`src/otp_link_pkg.sv`:
```
// Purpose: constants and types for the single-wire otp status programmer
// Assumes: 40 MHz clock, one tick per microsecond from a divider
// Notes: timing counts other than the tick divider are in microsecond ticks
package otp_link_pkg;
    localparam int CLK_MHZ = 40;
    localparam int TICK_DIV = CLK_MHZ;        // cycles per microsecond
    localparam logic [5:0] TICK_LAST = 6'(TICK_DIV - 1);
    // wire timing in microseconds
    localparam int RESET_MIN_US = 480;
    localparam int SAMPLE_US = 30;            // write slot sample point
    localparam int READ_HOLD_US = 30;         // device holds a read zero
    localparam int PRES_WAIT_US = 30;
    localparam int PRES_LEN_US = 120;
    localparam int PROG_MIN_US = 480;         // low time seen as program pulse
    localparam logic [9:0] RESET_MIN = 10'(RESET_MIN_US);
    localparam logic [9:0] SAMPLE_AT = 10'(SAMPLE_US);
    localparam logic [9:0] READ_HOLD = 10'(READ_HOLD_US);
    localparam logic [9:0] PRES_WAIT = 10'(PRES_WAIT_US);
    localparam logic [9:0] PRES_LEN = 10'(PRES_LEN_US);
    // command codes
    localparam logic [7:0] CMD_READ_ROM = 8'h33;
    localparam logic [7:0] CMD_MATCH_ROM = 8'h55;
    localparam logic [7:0] CMD_SEARCH_ROM = 8'hf0;
    localparam logic [7:0] CMD_SKIP_ROM = 8'hcc;
    localparam logic [7:0] CMD_READ_FIELD = 8'hf0;
    localparam logic [7:0] CMD_READ_STATUS = 8'haa;
    localparam logic [7:0] CMD_READ_PAGE = 8'hc3;
    localparam logic [7:0] CMD_WRITE_MEM = 8'h0f;
    localparam logic [7:0] CMD_PROFILE = 8'h99;
    localparam logic [7:0] CMD_WRITE_STATUS = 8'h55;
    localparam logic [7:0] CMD_PROGRAM = 8'h5a;
    localparam logic [7:0] PROFILE_REPLY = 8'h55;
    // status field
    localparam logic [7:0] STATUS_ERASED = 8'hff;
    localparam logic [7:0] STATUS_LAST_VAL = 8'h00;
    localparam logic [2:0] STATUS_LAST_IDX = 3'd7;
    localparam logic [7:0] CRC_POLY = 8'h8c;  // x^8+x^5+x^4+1, reflected

    typedef enum logic [3:0] {
        ST_WAIT_RESET, ST_ROM_CMD, ST_FUNC_CMD, ST_ADDR_LO, ST_ADDR_HI,
        ST_DATA, ST_CRC_OUT, ST_PROG_CMD, ST_PROG_WAIT, ST_VERIFY,
        ST_PROFILE, ST_IDLE_ONES
    } cmd_state_e;

    typedef enum logic [2:0] {
        WS_IDLE, WS_LOW, WS_SLOT, WS_PRES_WAIT, WS_PRES
    } wire_state_e;

    // open-drain data pin, oe low while the device pulls low
    typedef struct packed {
        logic dout;
        logic oe_n;
    } pin_drive_s;
endpackage

```
`src/otp_status_link.sv`:
```
// Purpose: device side of a single-wire otp link with status write flow
// Assumes: data pin input synchronous to ref_clk_in; pull-up outside
// Notes: programming voltage is sensed on a separate input
`timescale 1ns/1ps
module otp_status_link (
    input wire logic ref_clk_in,
    input wire logic sys_rst_in,
    input wire logic data_in,
    input wire logic programming_voltage_in,
    output otp_link_pkg::pin_drive_s data_drive_out,
    output logic [2:0] status_addr_out,
    output logic link_reset_out
);
    import otp_link_pkg::*;

    // microsecond tick divider
    logic [5:0] div_cnt, next_div_cnt;
    logic tick, next_tick;
    always_comb begin
        next_div_cnt = (div_cnt == TICK_LAST) ? 6'h00 : div_cnt + 6'h01;
        next_tick = (div_cnt == TICK_LAST);
    end
    always_ff @(posedge ref_clk_in) begin
        if (sys_rst_in) begin
            div_cnt <= 6'h00;
            tick <= 1'b0;
        end else begin
            div_cnt <= next_div_cnt;
            tick <= next_tick;
        end
    end

    // bit-level engine: slots, reset detection, presence
    wire_state_e ws, next_ws;
    logic [9:0] us, next_us;
    logic data_q, next_data_q;
    logic pull, next_pull;
    logic bit_valid, next_bit_valid;
    logic bit_val, next_bit_val;
    logic wire_rst, next_wire_rst;
    logic tx_bit;      // bit sent in the current read slot
    logic tx_active;   // a read slot is due in the command layer
    logic prog_busy;   // long lows are a program pulse, not a reset
    always_comb begin
        next_ws = ws;
        next_us = us;
        next_data_q = data_in;
        next_pull = pull;
        next_bit_valid = 1'b0;
        next_bit_val = bit_val;
        next_wire_rst = 1'b0;
        if (tick && us != 10'h3ff)
            next_us = us + 10'h001;
        case (ws)
            WS_IDLE: begin
                next_pull = 1'b0;
                if (!data_q) begin
                    next_ws = WS_LOW;
                    next_us = 10'h000;
                    next_pull = tx_active && !tx_bit;
                end
            end
            WS_LOW: begin
                if (pull && us >= READ_HOLD)
                    next_pull = 1'b0;
                if (us >= SAMPLE_AT && !pull) begin
                    next_bit_val = data_q;
                    next_bit_valid = 1'b1;
                    next_ws = WS_SLOT;
                end
            end
            WS_SLOT: begin
                if (data_q)
                    next_ws = WS_IDLE;
                else if (us >= RESET_MIN && !prog_busy) begin
                    next_wire_rst = 1'b1;
                    next_ws = WS_PRES_WAIT;
                end
            end
            WS_PRES_WAIT: begin
                if (data_q) begin
                    next_ws = WS_PRES;
                    next_us = 10'h000;
                end
            end
            WS_PRES: begin
                if (us >= PRES_WAIT)
                    next_pull = 1'b1;
                if (us >= PRES_WAIT + PRES_LEN) begin
                    next_pull = 1'b0;
                    // data_q still shows our own pull for a cycle; going
                    // straight to idle would open a false slot
                    next_ws = WS_SLOT;
                end
            end
            default: next_ws = WS_IDLE;
        endcase
    end
    always_ff @(posedge ref_clk_in) begin
        if (sys_rst_in) begin
            ws <= WS_IDLE;
            us <= 10'h000;
            data_q <= 1'b1;
            pull <= 1'b0;
            bit_valid <= 1'b0;
            bit_val <= 1'b1;
            wire_rst <= 1'b0;
        end else begin
            ws <= next_ws;
            us <= next_us;
            data_q <= next_data_q;
            pull <= next_pull;
            bit_valid <= next_bit_valid;
            bit_val <= next_bit_val;
            wire_rst <= next_wire_rst;
        end
    end

    // crc step, x^8+x^5+x^4+1 shifted lsb first
    function automatic logic [7:0] crc_step(input logic [7:0] c,
                                            input logic b);
        logic fb;
        fb = c[0] ^ b;
        crc_step = (c >> 1) ^ (fb ? CRC_POLY : 8'h00);
    endfunction

    // command layer
    cmd_state_e cs, next_cs;
    logic [7:0] shreg, next_shreg;
    logic [2:0] bcnt, next_bcnt;
    logic [7:0] crc, next_crc;
    logic [7:0] cmd, next_cmd;
    logic [15:0] addr, next_addr;
    logic [7:0] wdata, next_wdata;
    logic [7:0] txbyte, next_txbyte;
    logic saw_pv, next_saw_pv;
    logic [7:0] status_mem [0:7];
    logic [7:0] next_mem_val;
    logic mem_we;
    logic [7:0] rx_byte;
    logic byte_done;
    logic [7:0] cur_status;

    assign rx_byte = {bit_val, shreg[7:1]};
    assign byte_done = bit_valid && bcnt == 3'd7;
    assign cur_status = status_mem[addr[2:0]];
    assign tx_bit = txbyte[bcnt];
    assign tx_active = (cs == ST_CRC_OUT) || (cs == ST_VERIFY) ||
                       (cs == ST_PROFILE) || (cs == ST_IDLE_ONES);
    assign prog_busy = (cs == ST_PROG_WAIT);

    always_comb begin
        next_cs = cs;
        next_shreg = shreg;
        next_bcnt = bcnt;
        next_crc = crc;
        next_cmd = cmd;
        next_addr = addr;
        next_wdata = wdata;
        next_txbyte = txbyte;
        next_saw_pv = saw_pv;
        next_mem_val = cur_status & wdata;
        mem_we = 1'b0;
        if (bit_valid) begin
            next_shreg = rx_byte;
            next_bcnt = bcnt + 3'd1;
            if (cs == ST_FUNC_CMD || cs == ST_ADDR_LO || cs == ST_ADDR_HI ||
                cs == ST_DATA)
                next_crc = crc_step(crc, bit_val);
        end
        case (cs)
            ST_WAIT_RESET: next_bcnt = 3'd0;
            ST_ROM_CMD: if (byte_done) begin
                next_crc = 8'h00;
                case (rx_byte)
                    CMD_READ_ROM, CMD_MATCH_ROM, CMD_SEARCH_ROM,
                    CMD_SKIP_ROM: next_cs = ST_FUNC_CMD;
                    default: next_cs = ST_WAIT_RESET;
                endcase
            end
            ST_FUNC_CMD: if (byte_done) begin
                next_cmd = rx_byte;
                case (rx_byte)
                    CMD_WRITE_STATUS, CMD_READ_STATUS, CMD_READ_FIELD,
                    CMD_READ_PAGE, CMD_WRITE_MEM: next_cs = ST_ADDR_LO;
                    CMD_PROFILE: begin
                        next_txbyte = PROFILE_REPLY;
                        next_cs = ST_PROFILE;
                    end
                    default: next_cs = ST_WAIT_RESET;
                endcase
            end
            ST_ADDR_LO: if (byte_done) begin
                next_addr[7:0] = rx_byte;
                next_cs = ST_ADDR_HI;
            end
            ST_ADDR_HI: if (byte_done) begin
                next_addr[15:8] = rx_byte;
                // only the status write flow is carried further here
                next_cs = (cmd == CMD_WRITE_STATUS) ? ST_DATA : ST_IDLE_ONES;
                next_txbyte = STATUS_ERASED;
            end
            ST_DATA: if (byte_done) begin
                next_wdata = rx_byte;
                next_txbyte = crc_step(crc, bit_val);
                next_cs = ST_CRC_OUT;
            end
            ST_CRC_OUT: if (byte_done)
                next_cs = ST_PROG_CMD;
            ST_PROG_CMD: if (byte_done) begin
                // program only honoured inside the write flow
                if (rx_byte == CMD_PROGRAM) begin
                    next_cs = ST_PROG_WAIT;
                    next_saw_pv = 1'b0;
                end else
                    next_cs = ST_IDLE_ONES;
                next_txbyte = STATUS_ERASED;
            end
            ST_PROG_WAIT: begin
                if (programming_voltage_in)
                    next_saw_pv = 1'b1;
                else if (saw_pv && data_q) begin
                    // pulse ended, wire back at pullup level
                    if (addr[2:0] != STATUS_LAST_IDX)
                        mem_we = 1'b1;
                    next_txbyte = next_mem_val;
                    if (addr[2:0] == STATUS_LAST_IDX)
                        next_txbyte = cur_status;
                    next_bcnt = 3'd0;
                    next_cs = ST_VERIFY;
                end
            end
            ST_VERIFY: if (byte_done) begin
                next_addr = addr + 16'h0001;
                next_crc = next_addr[7:0];
                next_cs = ST_DATA;
            end
            ST_PROFILE: if (byte_done)
                next_cs = ST_IDLE_ONES;
            ST_IDLE_ONES: next_txbyte = STATUS_ERASED;
            default: next_cs = ST_WAIT_RESET;
        endcase
        if (wire_rst) begin
            next_cs = ST_ROM_CMD;
            next_bcnt = 3'd0;
            next_crc = 8'h00;
        end
    end
    always_ff @(posedge ref_clk_in) begin
        if (sys_rst_in) begin
            cs <= ST_WAIT_RESET;
            shreg <= 8'h00;
            bcnt <= 3'd0;
            crc <= 8'h00;
            cmd <= 8'h00;
            addr <= 16'h0000;
            wdata <= STATUS_ERASED;
            txbyte <= STATUS_ERASED;
            saw_pv <= 1'b0;
        end else begin
            cs <= next_cs;
            shreg <= next_shreg;
            bcnt <= next_bcnt;
            crc <= next_crc;
            cmd <= next_cmd;
            addr <= next_addr;
            wdata <= next_wdata;
            txbyte <= next_txbyte;
            saw_pv <= next_saw_pv;
        end
    end

    // status field storage, erased to ones, last byte fixed zero
    always_ff @(posedge ref_clk_in) begin
        if (sys_rst_in) begin
            for (int i = 0; i < 7; i++)
                status_mem[i] <= STATUS_ERASED;
            status_mem[7] <= STATUS_LAST_VAL;
        end else if (mem_we) begin
            status_mem[addr[2:0]] <= next_mem_val;
        end
    end

    // registered outputs
    always_ff @(posedge ref_clk_in) begin
        if (sys_rst_in) begin
            data_drive_out <= '{dout: 1'b1, oe_n: 1'b1};
            status_addr_out <= 3'd0;
            link_reset_out <= 1'b0;
        end else begin
            data_drive_out <= '{dout: !next_pull, oe_n: !next_pull};
            status_addr_out <= next_addr[2:0];
            link_reset_out <= next_wire_rst;
        end
    end
endmodule

```
`config.mk`:
```
export PLATFORM = sky130hd
export DESIGN_NAME = otp_status_link
export DESIGN_NICKNAME = d
export VERILOG_FILES = /design/src/otp_link_pkg.sv /design/src/otp_status_link.sv
export SDC_FILE = /design/constraint.sdc
export NUM_CORES = 1
export LEC_CHECK = 0
export ABC_AREA = 1
export ABC_CLOCK_PERIOD_IN_PS = 3650
export BUFFER_PORTS_ARGS = -buffer_cell sky130_fd_sc_hd__buf_2
export CAP_MARGIN = 40
export CORE_MARGIN = 3
export CORE_UTILIZATION = 55
export DETAILED_ROUTE_END_ITERATION = 7
export PLACE_DENSITY = 0.67
export REMOVE_ABC_BUFFERS = 1
export SKIP_LAST_GASP = 1
export SLEW_MARGIN = 5
export SYNTH_ARGS = -nofsm -noshare
export SYNTH_HDL_FRONTEND = slang
export SYNTH_SLANG_ARGS = --single-unit
```
`constraint.sdc`:
```
create_clock -name ref_clk_in -period 3.65 [get_ports ref_clk_in]
set_input_delay 0.1825 -clock ref_clk_in [delete_from_list [all_inputs] [get_ports ref_clk_in]]
set_output_delay 0.1825 -clock ref_clk_in [all_outputs]
set_load 0.03 [all_outputs]
```
---- Word level (Yosys, flattened, before mapping) ----
Memory sizes are Yosys's and may differ from the RTL's. A register that Yosys moved wholly into a read port is not among the register bits.
Index checks and enable logic that the tools add are counted.
storage, ports and cells
  register bits ........................... 90
  memory bits (writable) .................. 64
  bits of input ports ..................... 4
  output and inout port bits .............. 6
  logic and storage cells ................. 218
  memories ................................ 1
operators by class
  add/subtract/negate cells ............... 4
  $lt $le $gt $ge ......................... 4
  eq/ne operators ......................... 62
  multiplexer cells ....................... 77
  bitwise logic cells ..................... 6
  reduce and logical (&&, ||, !) cells .... 42
memories
  name        depth  width  rd ports  clocked after memory_dff  wr ports  RTL line                RTL
  status_mem  8      8      1         1                         8         otp_status_link.sv:137  logic [7:0] status_mem [0:7];
operators by type and width
  cell                   count
  $mux 8                 14
  $mux 4                 12
  $pmux 8 s2             3
  $pmux 4 s11            1
  $eq 8x8->1 const B     5
  $pmux 8 s5             1
  $mux 3                 12
  $ne 3x3->1 const B     12
  $ne 2x2->1 const B     16
  $mux 10                3
  $eq 8x7->1 const B     3
  $reduce_and 12->1      2
  $mux 1                 21
  $pmux 10 s2            1
  $add 16x1->16 const B  1
  $eq 4x3->1 const B     4
  $eq 4x4->1 const B     4
  $mux 16                1
  $pmux 3 s5             1
  $add 10x1->10 const B  1
  $ge 10x5->1 const B    1
  $ge 10x8->1 const B    1
  $ge 10x9->1 const B    1
  $ne 10x10->1 const B   1
  other kinds (40)       73

---- Longest topological paths before layout ----
Gate-level depths: netlist of the first run.
  depth after elaboration ................. 10
  depth in mapped cells ................... 12
  gate-level depth less buffers ........... 12

---- Worst setup path before layout of the first run ----
OpenSTA, ideal clock, no wires.
  kind .................................... register -> register
  start ................................... register addr[0]
  end ..................................... memory status_mem[1][0] (enable)
  library setup time ...................... 384 ps
  arrival ................................. 2029 ps
  required time ........................... 3266 ps
  path slack .............................. 1237 ps
  stages on the path, launching flop included .. 8
  path buffers ............................ 0
  period minus slack after synthesis ...... 2413 ps
  cell sequence ........................... dfxtp_1 -> ha_1 -> ha_1 -> nor3_1 -> nand2_4 -> nor2_4 -> inv_4 -> o21ai_0
RTL lines
  item                    RTL line                RTL
  from (decl)             otp_status_link.sv:133  logic [15:0] addr, next_addr;
  from (signal assigned)  otp_status_link.sv:266  addr <= next_addr;
  to (decl)               otp_status_link.sv:137

==> flow_summary.yaml, run 1 <==
power:
  p_clk_frac: 0.448
  swShare: 0.231
  seq_power_share: 0.486
  p_switching_mw: 0.852
  vdd_drop_max_mv: 0.496
  power.density_mw_per_mm2: 442
  p_comb_frac: 0.065
  p_int_mw: 2.83
  p_leak_nw: 3.30
cells_and_area:
  drive_gt1_frac: 0.0966
  num-nets-final: 1002
  final_cell_mix: "nand2_1 (263), nor2_1 (148), dfxtp_1 (84)"
  n_fill_cell: 1239
  final_common_cell: "nand2_1"
  area_growth_pct: 9.98
  final_cells: 1180
  antenna_cells: 0
  finalInstanceArea_mm2: 0.00832
global_routing:
  antenna_found_initial: 0
  gr-usage-all-layers: 0.253
  top_usage_layer: "met2"
  grtUsageMet3: 0.0517
  first_global_vias: 5852
  grt_max_degree: 33
  grtUsageMet2: 0.417
  grt_use_met1: 0.327
  grt_overflow_total: 0
  grt_first_pass_wirelength_um: 29500
clock_network:
  htree_levels: 4
  postCtsSetupBuffers: 0
  clockRootBuffer: "clkbuf_16"
  clock_path_buffers: 2
  cts.sinks: 148
  clkSlewWorstSetupHoldPaths_ns: 0.06
  post_cts_resized: 0
  cts_hold_buffers: 1
  cts_tree: "done"
  numCtsBuffers: 17
  insertion_delay_ns: 0.42
place:
  dpl_worst_slack_ns: 1.18
  dp.cells: 1147
  gp_congestion: 0.929
  placed_cell_area_mm2: 0.00775
  place_hpwl_um: 13000
  port_buffers: 9
logic_synthesis:
  synth_top_family_by_area: "simple AND/OR/NAND/NOR gates"
  synthMuxAreaShare: 0
  yosys-top-cells-area: "edfxtp_1 (25%), dfxtp_1 (22%), nand2_1 (13%)"
  synth_xor_area_frac: 0.0116
  synthAdderAreaFrac: 0.0116
  ys_ff_latch: 148
  synth_simple_gate_area_frac: 0.299
  ys_warn_count: 0
  synth_cells: 984
  synth.avg_cell_area_um2: 7.69
  synth_top_cell_area_share: 0.254
  yosys.area.top_type: "edfxtp_1"
  yosysSeqAreaShare: 0.476
  synth_cell_type_count: 41
  synth_compound_area_frac: 0.134
  synthesis.area_mm2: 0.00756
setup_path:
  critPathKind: "reg -> reg"
  reg2reg_depth: 7
  r2r_start: "addr[1]$_SDFFE_PP0P_"
  setup.worst_path.start_class: "flop"
  crit_fanout: 8
  timing.rr.end: "status_mem[0][1]$_SDFFCE_PN1P_"
  cp.required_ns: 3.70
  cp-startpoint: "addr[1]$_SDFFE_PP0P_"
  worstPathArrival_ns: 2.51
  rrSetupSlack_ns: 1.19
  endpoint_kind: "flop"
job:
  maxCapViolations: 0
floorplan:
  initial_core_util: 0.567
  num_rows: 42
  die_area_mm2: 0.0152
  core_area_mm2: 0.0133
  fp.dieH_um: 123
  io_pins: 10
  die_w_um: 123
timing:
  slew_violations: 0
  tightest_slew_ns: 0.891
  finalWorstSetupSlack_ns: 1.19
  min_period_over_period: 0.673
  skew_ns: 0.0106
  fin_crit_ns: 2.46
  hold_viol_final: 0
  setup_violations: 0
  fmax_ghz: 0.407
  fin_tns_setup_ns: 0
  rsz0062_at_grt: "false"
  maxSlewHeadroom: 0.406
drt:
  drc: 0
  via_count: 6275
  first_iter_violations: 502
  wl_per_cell_um: 15.6
  viasPerCell: 5.32
  dr.pass1.iters: 5
  routed_wl_um: 18400
  ant_nets: 0
worst_hold_path:
  hold_path_class: "in -> reg"
  holdPathEnd: "saw_pv$_SDFFE_PP0P_"
  min-delay-start: "programming_voltage_in"
  holdPathStages: 3
outcome:
  status: "finished clean"
==> kinds of logic after synthesis <==
logic type,Yosys count
AOI/OAI and AO/OA,183
xor gates and xnor gates,10
adders and majority gates,7
buffers and inverters,125
DFF,148
and+or+nand+nor,511
==> cell usage after synthesis <==
cell / instances
clkinv_1: 1
a211oi_1: 5
nand2_4: 3
o22ai_1: 1
buf_1: 1
nand2_2: 8
nor2_4: 6
or2_1: 1
o221ai_1: 1
clkbuf_1: 14
o2111ai_1: 1
a21oi_4: 1
nand4_1: 9
buf_4: 4
o21ai_0: 82
a21oi_1: 64
inv_1: 80
nor3_1: 9
nand3_1: 45
or2_2: 4
xnor2_1: 5
o21bai_1: 1
edfxtp_1: 64
nor2_1: 148
inv_2: 11
nand3b_1: 2
o311ai_0: 1
clkbuf_2: 1
o21ai_1: 9
buf_2: 10
o21ai_2: 1
inv_4: 3
xor2_1: 5
nor2_8: 8
o211ai_1: 15
o2111ai_4: 1
nand3_2: 1
nor2_2: 4
nand2_1: 263
dfxtp_1: 84
ha_1: 7
==> through the flow <==
step	hold WS, ns	power, mW	util
2_1_floorplan	0.252	2.00	-
3_3_place_gp	0.367	2.06	0.580
3_5_place_dp	0.370	2.06	0.580
4_1_cts	0.0466	3.70	0.623
5_1_grt	0.0633	3.80	0.623
6_report	0.0673	3.68	0.623
==> power groups by stage <==
| stage | Sequential [mW] | Combinational [mW] | Clock [mW] |
|---|---|---|---|
| 3_3_place_gp | 1.82 | 0.238 | 0 |
| 2_1_floorplan | 1.82 | 0.184 | 0 |
| 3_5_place_dp | 1.82 | 0.238 | 0 |
| 6_report | 1.79 | 0.241 | 1.65 |
| 5_1_grt | 1.79 | 0.274 | 1.73 |
| 4_1_cts | 1.79 | 0.241 | 1.67 |
==> worst max-delay path, stage by stage, from the launching register on <==
cell and delay, ns:
dfxtp_1 0.37, ha_1 0.25, ha_1 0.20, nor3_1 0.32, nand2_4 0.11, nor2_4 0.11
inv_4 0.11, o21ai_1 0.61
==> flip-flops by register name, indices dropped and copies added, names as in the netlist, named ones only <==
name	flops
addr	8
bcnt	3
bit_val	1
bit_valid	1
cmd	8
crc	8
cs	4
data_drive_out	1
data_q	1
div_cnt	6
link_reset_out	1
saw_pv	1
shreg	7
status_mem	64
tick	1
txbyte	8
us	10
wdata	8
ws	3
==> layout make-up <==
cell class                      count  area [um^2]  area share
Sequential cell                   148         3600       0.433
Clock inverter                      8         77.6     0.00933
Timing Repair Buffer               18          115      0.0138
Inverter                           95          364      0.0438
Clock buffer                       24          483      0.0581
Tap cell                          176          220      0.0265
Multi-Input combinational cell    711         3450       0.415
==> routing by layer <==
layer,share of wire,vias to the layer above
li1,-,3240
met1,0.46,2877
met2,0.48,133
met3,0.036,25
met4,0.022,0
met5,0,-
==> worst max-delay path by stage <==
stage	end	slack (ns)	cells after the start
floorplan	status_mem[5][0]$_SDFFCE_PN1P_	1.09	7
global placement	status_mem[2][1]$_SDFFCE_PN1P_	1.27	7
detailed placement	status_mem[0][0]$_SDFFCE_PN1P_	1.18	7
CTS	status_mem[0][1]$_SDFFCE_PN1P_	1.18	7
global route	status_mem[0][0]$_SDFFCE_PN1P_	1.05	10
finish	status_mem[0][1]$_SDFFCE_PN1P_	1.19	7
(Power assumes the default switching activity.)
==> run 2, diff against run 1 <==
--- a/config.mk
+++ b/config.mk
@@ -6,7 +6,7 @@
 export NUM_CORES = 1
 export LEC_CHECK = 0
 export ABC_AREA = 1
-export ABC_CLOCK_PERIOD_IN_PS = 3650
+export ABC_CLOCK_PERIOD_IN_PS = 2350
 export BUFFER_PORTS_ARGS = -buffer_cell sky130_fd_sc_hd__buf_2
 export CAP_MARGIN = 40
 export CORE_MARGIN = 3
==> constraint.sdc (replaced) <==
create_clock -name ref_clk_in -period 2.35 [get_ports ref_clk_in]
set_input_delay 0.1175 -clock ref_clk_in [delete_from_list [all_inputs] [get_ports ref_clk_in]]
set_output_delay 0.1175 -clock ref_clk_in [all_outputs]
set_load 0.03 [all_outputs]
==> run 2 against run 1 <==
Combinational power grew 68%. Die area stayed put. Count of clock-buffer cells in the layout shrank 4. Clock power increased by 62%. Sequential share of layout area decreased by 0.81 points. Flip-flop and latch count is the same.
==> flow_summary.yaml, run 2 (synthesis gave the netlist of run 1 again) <==
outcome:
  status: "finished clean"
setup_path:
  critPathKind: "reg -> reg"
  setup.worst_path.start_class: "flop"
  cp.required_ns: 2.45
  endpoint_kind: "flop"
  r2r_start: "addr[0]$_SDFFE_PP0P_"
  reg2reg_depth: 7
  rrSetupSlack_ns: 0.24
  cp-startpoint: "addr[0]$_SDFFE_PP0P_"
  crit_fanout: 9
  worstPathArrival_ns: 2.21
  timing.rr.end: "status_mem[7][0]$_SDFFCE_PN0P_"
  critPathCapture: "status_mem[7][0]$_SDFFCE_PN0P_"
global_routing:
  gr-usage-all-layers: 0.260
  antenna_found_initial: 0
  grt_max_degree: 33
  first_global_vias: 5986
  grt_first_pass_wirelength_um: 30200
  grt_overflow_total: 0
clock_network:
  numCtsBuffers: 17
  clkSlewWorstSetupHoldPaths_ns: 0.06
  clockRootBuffer: "clkbuf_16"
  clock_path_buffers: 2
  cts.sinks: 148
  cts_tree: "done"
  htree_levels: 4
  insertion_delay_ns: 0.43
drt:
  ant_nets: 0
  routed_wl_um: 18500
  via_count: 6436
  viasPerCell: 5.37
  wl_per_cell_um: 15.5
  dr.pass1.iters: 5
  drc: 0
  first_iter_violations: 533
power:
  vdd_drop_max_mv: 0.676
  power.density_mw_per_mm2: 691
  p_leak_nw: 3.41
timing:
  fmax_ghz: 0.474
  maxSlewHeadroom: 0.553
  fin_crit_ns: 2.11
  min_period_over_period: 0.898
  skew_ns: 0.00990
  slew_violations: 0
  setup_violations: 0
  tightest_slew_ns: 0.669
  holdWs_ns: 0.0419
  hold_viol_final: 0
  fin_tns_setup_ns: 0
  rsz0062_at_grt: "false"
cells_and_area:
  largest_register_ffs: 64
  drive_gt1_frac: 0.113
  num-nets-final: 1021
  finalInstanceArea_mm2: 0.00848
  reg.largest.list: "status_mem x64, us x10"
  n_fill_cell: 1258
  regMostFlops: "status_mem"
  area_growth_pct: 12.1
  final_cell_mix: "nand2_1 (263), nor2_1 (148), dfxtp_1 (84)"
  antenna_cells: 0
  final_common_cell: "nand2_1"
place:
  placed_cell_area_mm2: 0.00788
  port_buffers: 9
  place_hpwl_um: 13100
  gp_congestion: 0.982
floorplan:
  num_rows: 42
  die_area_mm2: 0.0152
  initial_core_util: 0.567
  fp.dieH_um: 123
  core_area_mm2: 0.0133
  die_w_um: 123
  io_pins: 10
worst_hold_path:
  hold_path_class: "in -> reg"
job:
  maxCapViolations: 0
==> run 2: worst min-delay path by stage <==
stage	slack, ns	depth (start not counted)	to	from
2_1_floorplan	0.19	1	cmd[0]$_SDFFE_PP0P_	sys_rst_in
3_3_place_gp	0.30	2	data_q$_SDFF_PP1_	data_in
3_5_place_dp	0.31	2	data_q$_SDFF_PP1_	data_in
4_1_cts	0.03	2	tick$_SDFF_PP0_	sys_rst_in
5_1_grt	0.06	2	tick$_SDFF_PP0_	sys_rst_in
6_report	0.04	2	tick$_SDFF_PP0_	sys_rst_in
==> run 2: routing by layer <==
metal / wire length [um] / track usage / vias to the layer above / share of wire
li1: - / - / 3282 / -
met1: 8460 / 0.345 / 2925 / 0.46
met2: 8590 / 0.413 / 188 / 0.46
met3: 922 / 0.0544 / 41 / 0.050
met4: 567 / 0.114 / 0 / 0.031
met5: 0 / 0 / - / 0
==> run 2: through the flow <==
stage	utilization	worst slack [ns]	cells	total power [mW]
3_5_place_dp	0.591	0.234	1165	3.23
2_1_floorplan	-	-0.214	954	3.11
4_1_cts	0.635	0.226	1199	5.89
6_report	0.635	0.240	1199	5.86
5_1_grt	0.635	0.0661	1199	6.06
3_3_place_gp	0.591	0.302	1165	3.22
==> run 2: timing repair <==
item                                    in CTS  in global routing
setup buffers                                0                  0
hold endpoints to repair                     2                  0
endpoints found under the setup margin       0                  0
resized for setup                            0                  0
hold buffers                                 2                  0
==> run 2: worst max-delay path, stage by stage, from the launching register on <==
cell and delay, ns:
dfxtp_1 0.32, ha_1 0.23, ha_1 0.21, nor3_1 0.33, nand2_4 0.11, nor2_4 0.13
nand3_2 0.16, nand2_1 0.29
==> run 2: power by group <==
group	switching [mW]	leakage [nW]	internal [mW]	total (mW)
logic	0.269	1.92	0.135	0.404
registers	0.0455	1.20	2.73	2.78
clock network	1.09	0.289	1.59	2.68
==> run 2: layout make-up <==
cell class              count  area (um^2)  share of cell area
multi-input cells         711         3450               0.408
clock buffers              20          447              0.0527
flip-flops and latches    148         3600               0.425
clock inverters            12          128              0.0151
repair buffers             37          260              0.0307
inverters                  95          364              0.0430
well taps                 176          220              0.0260
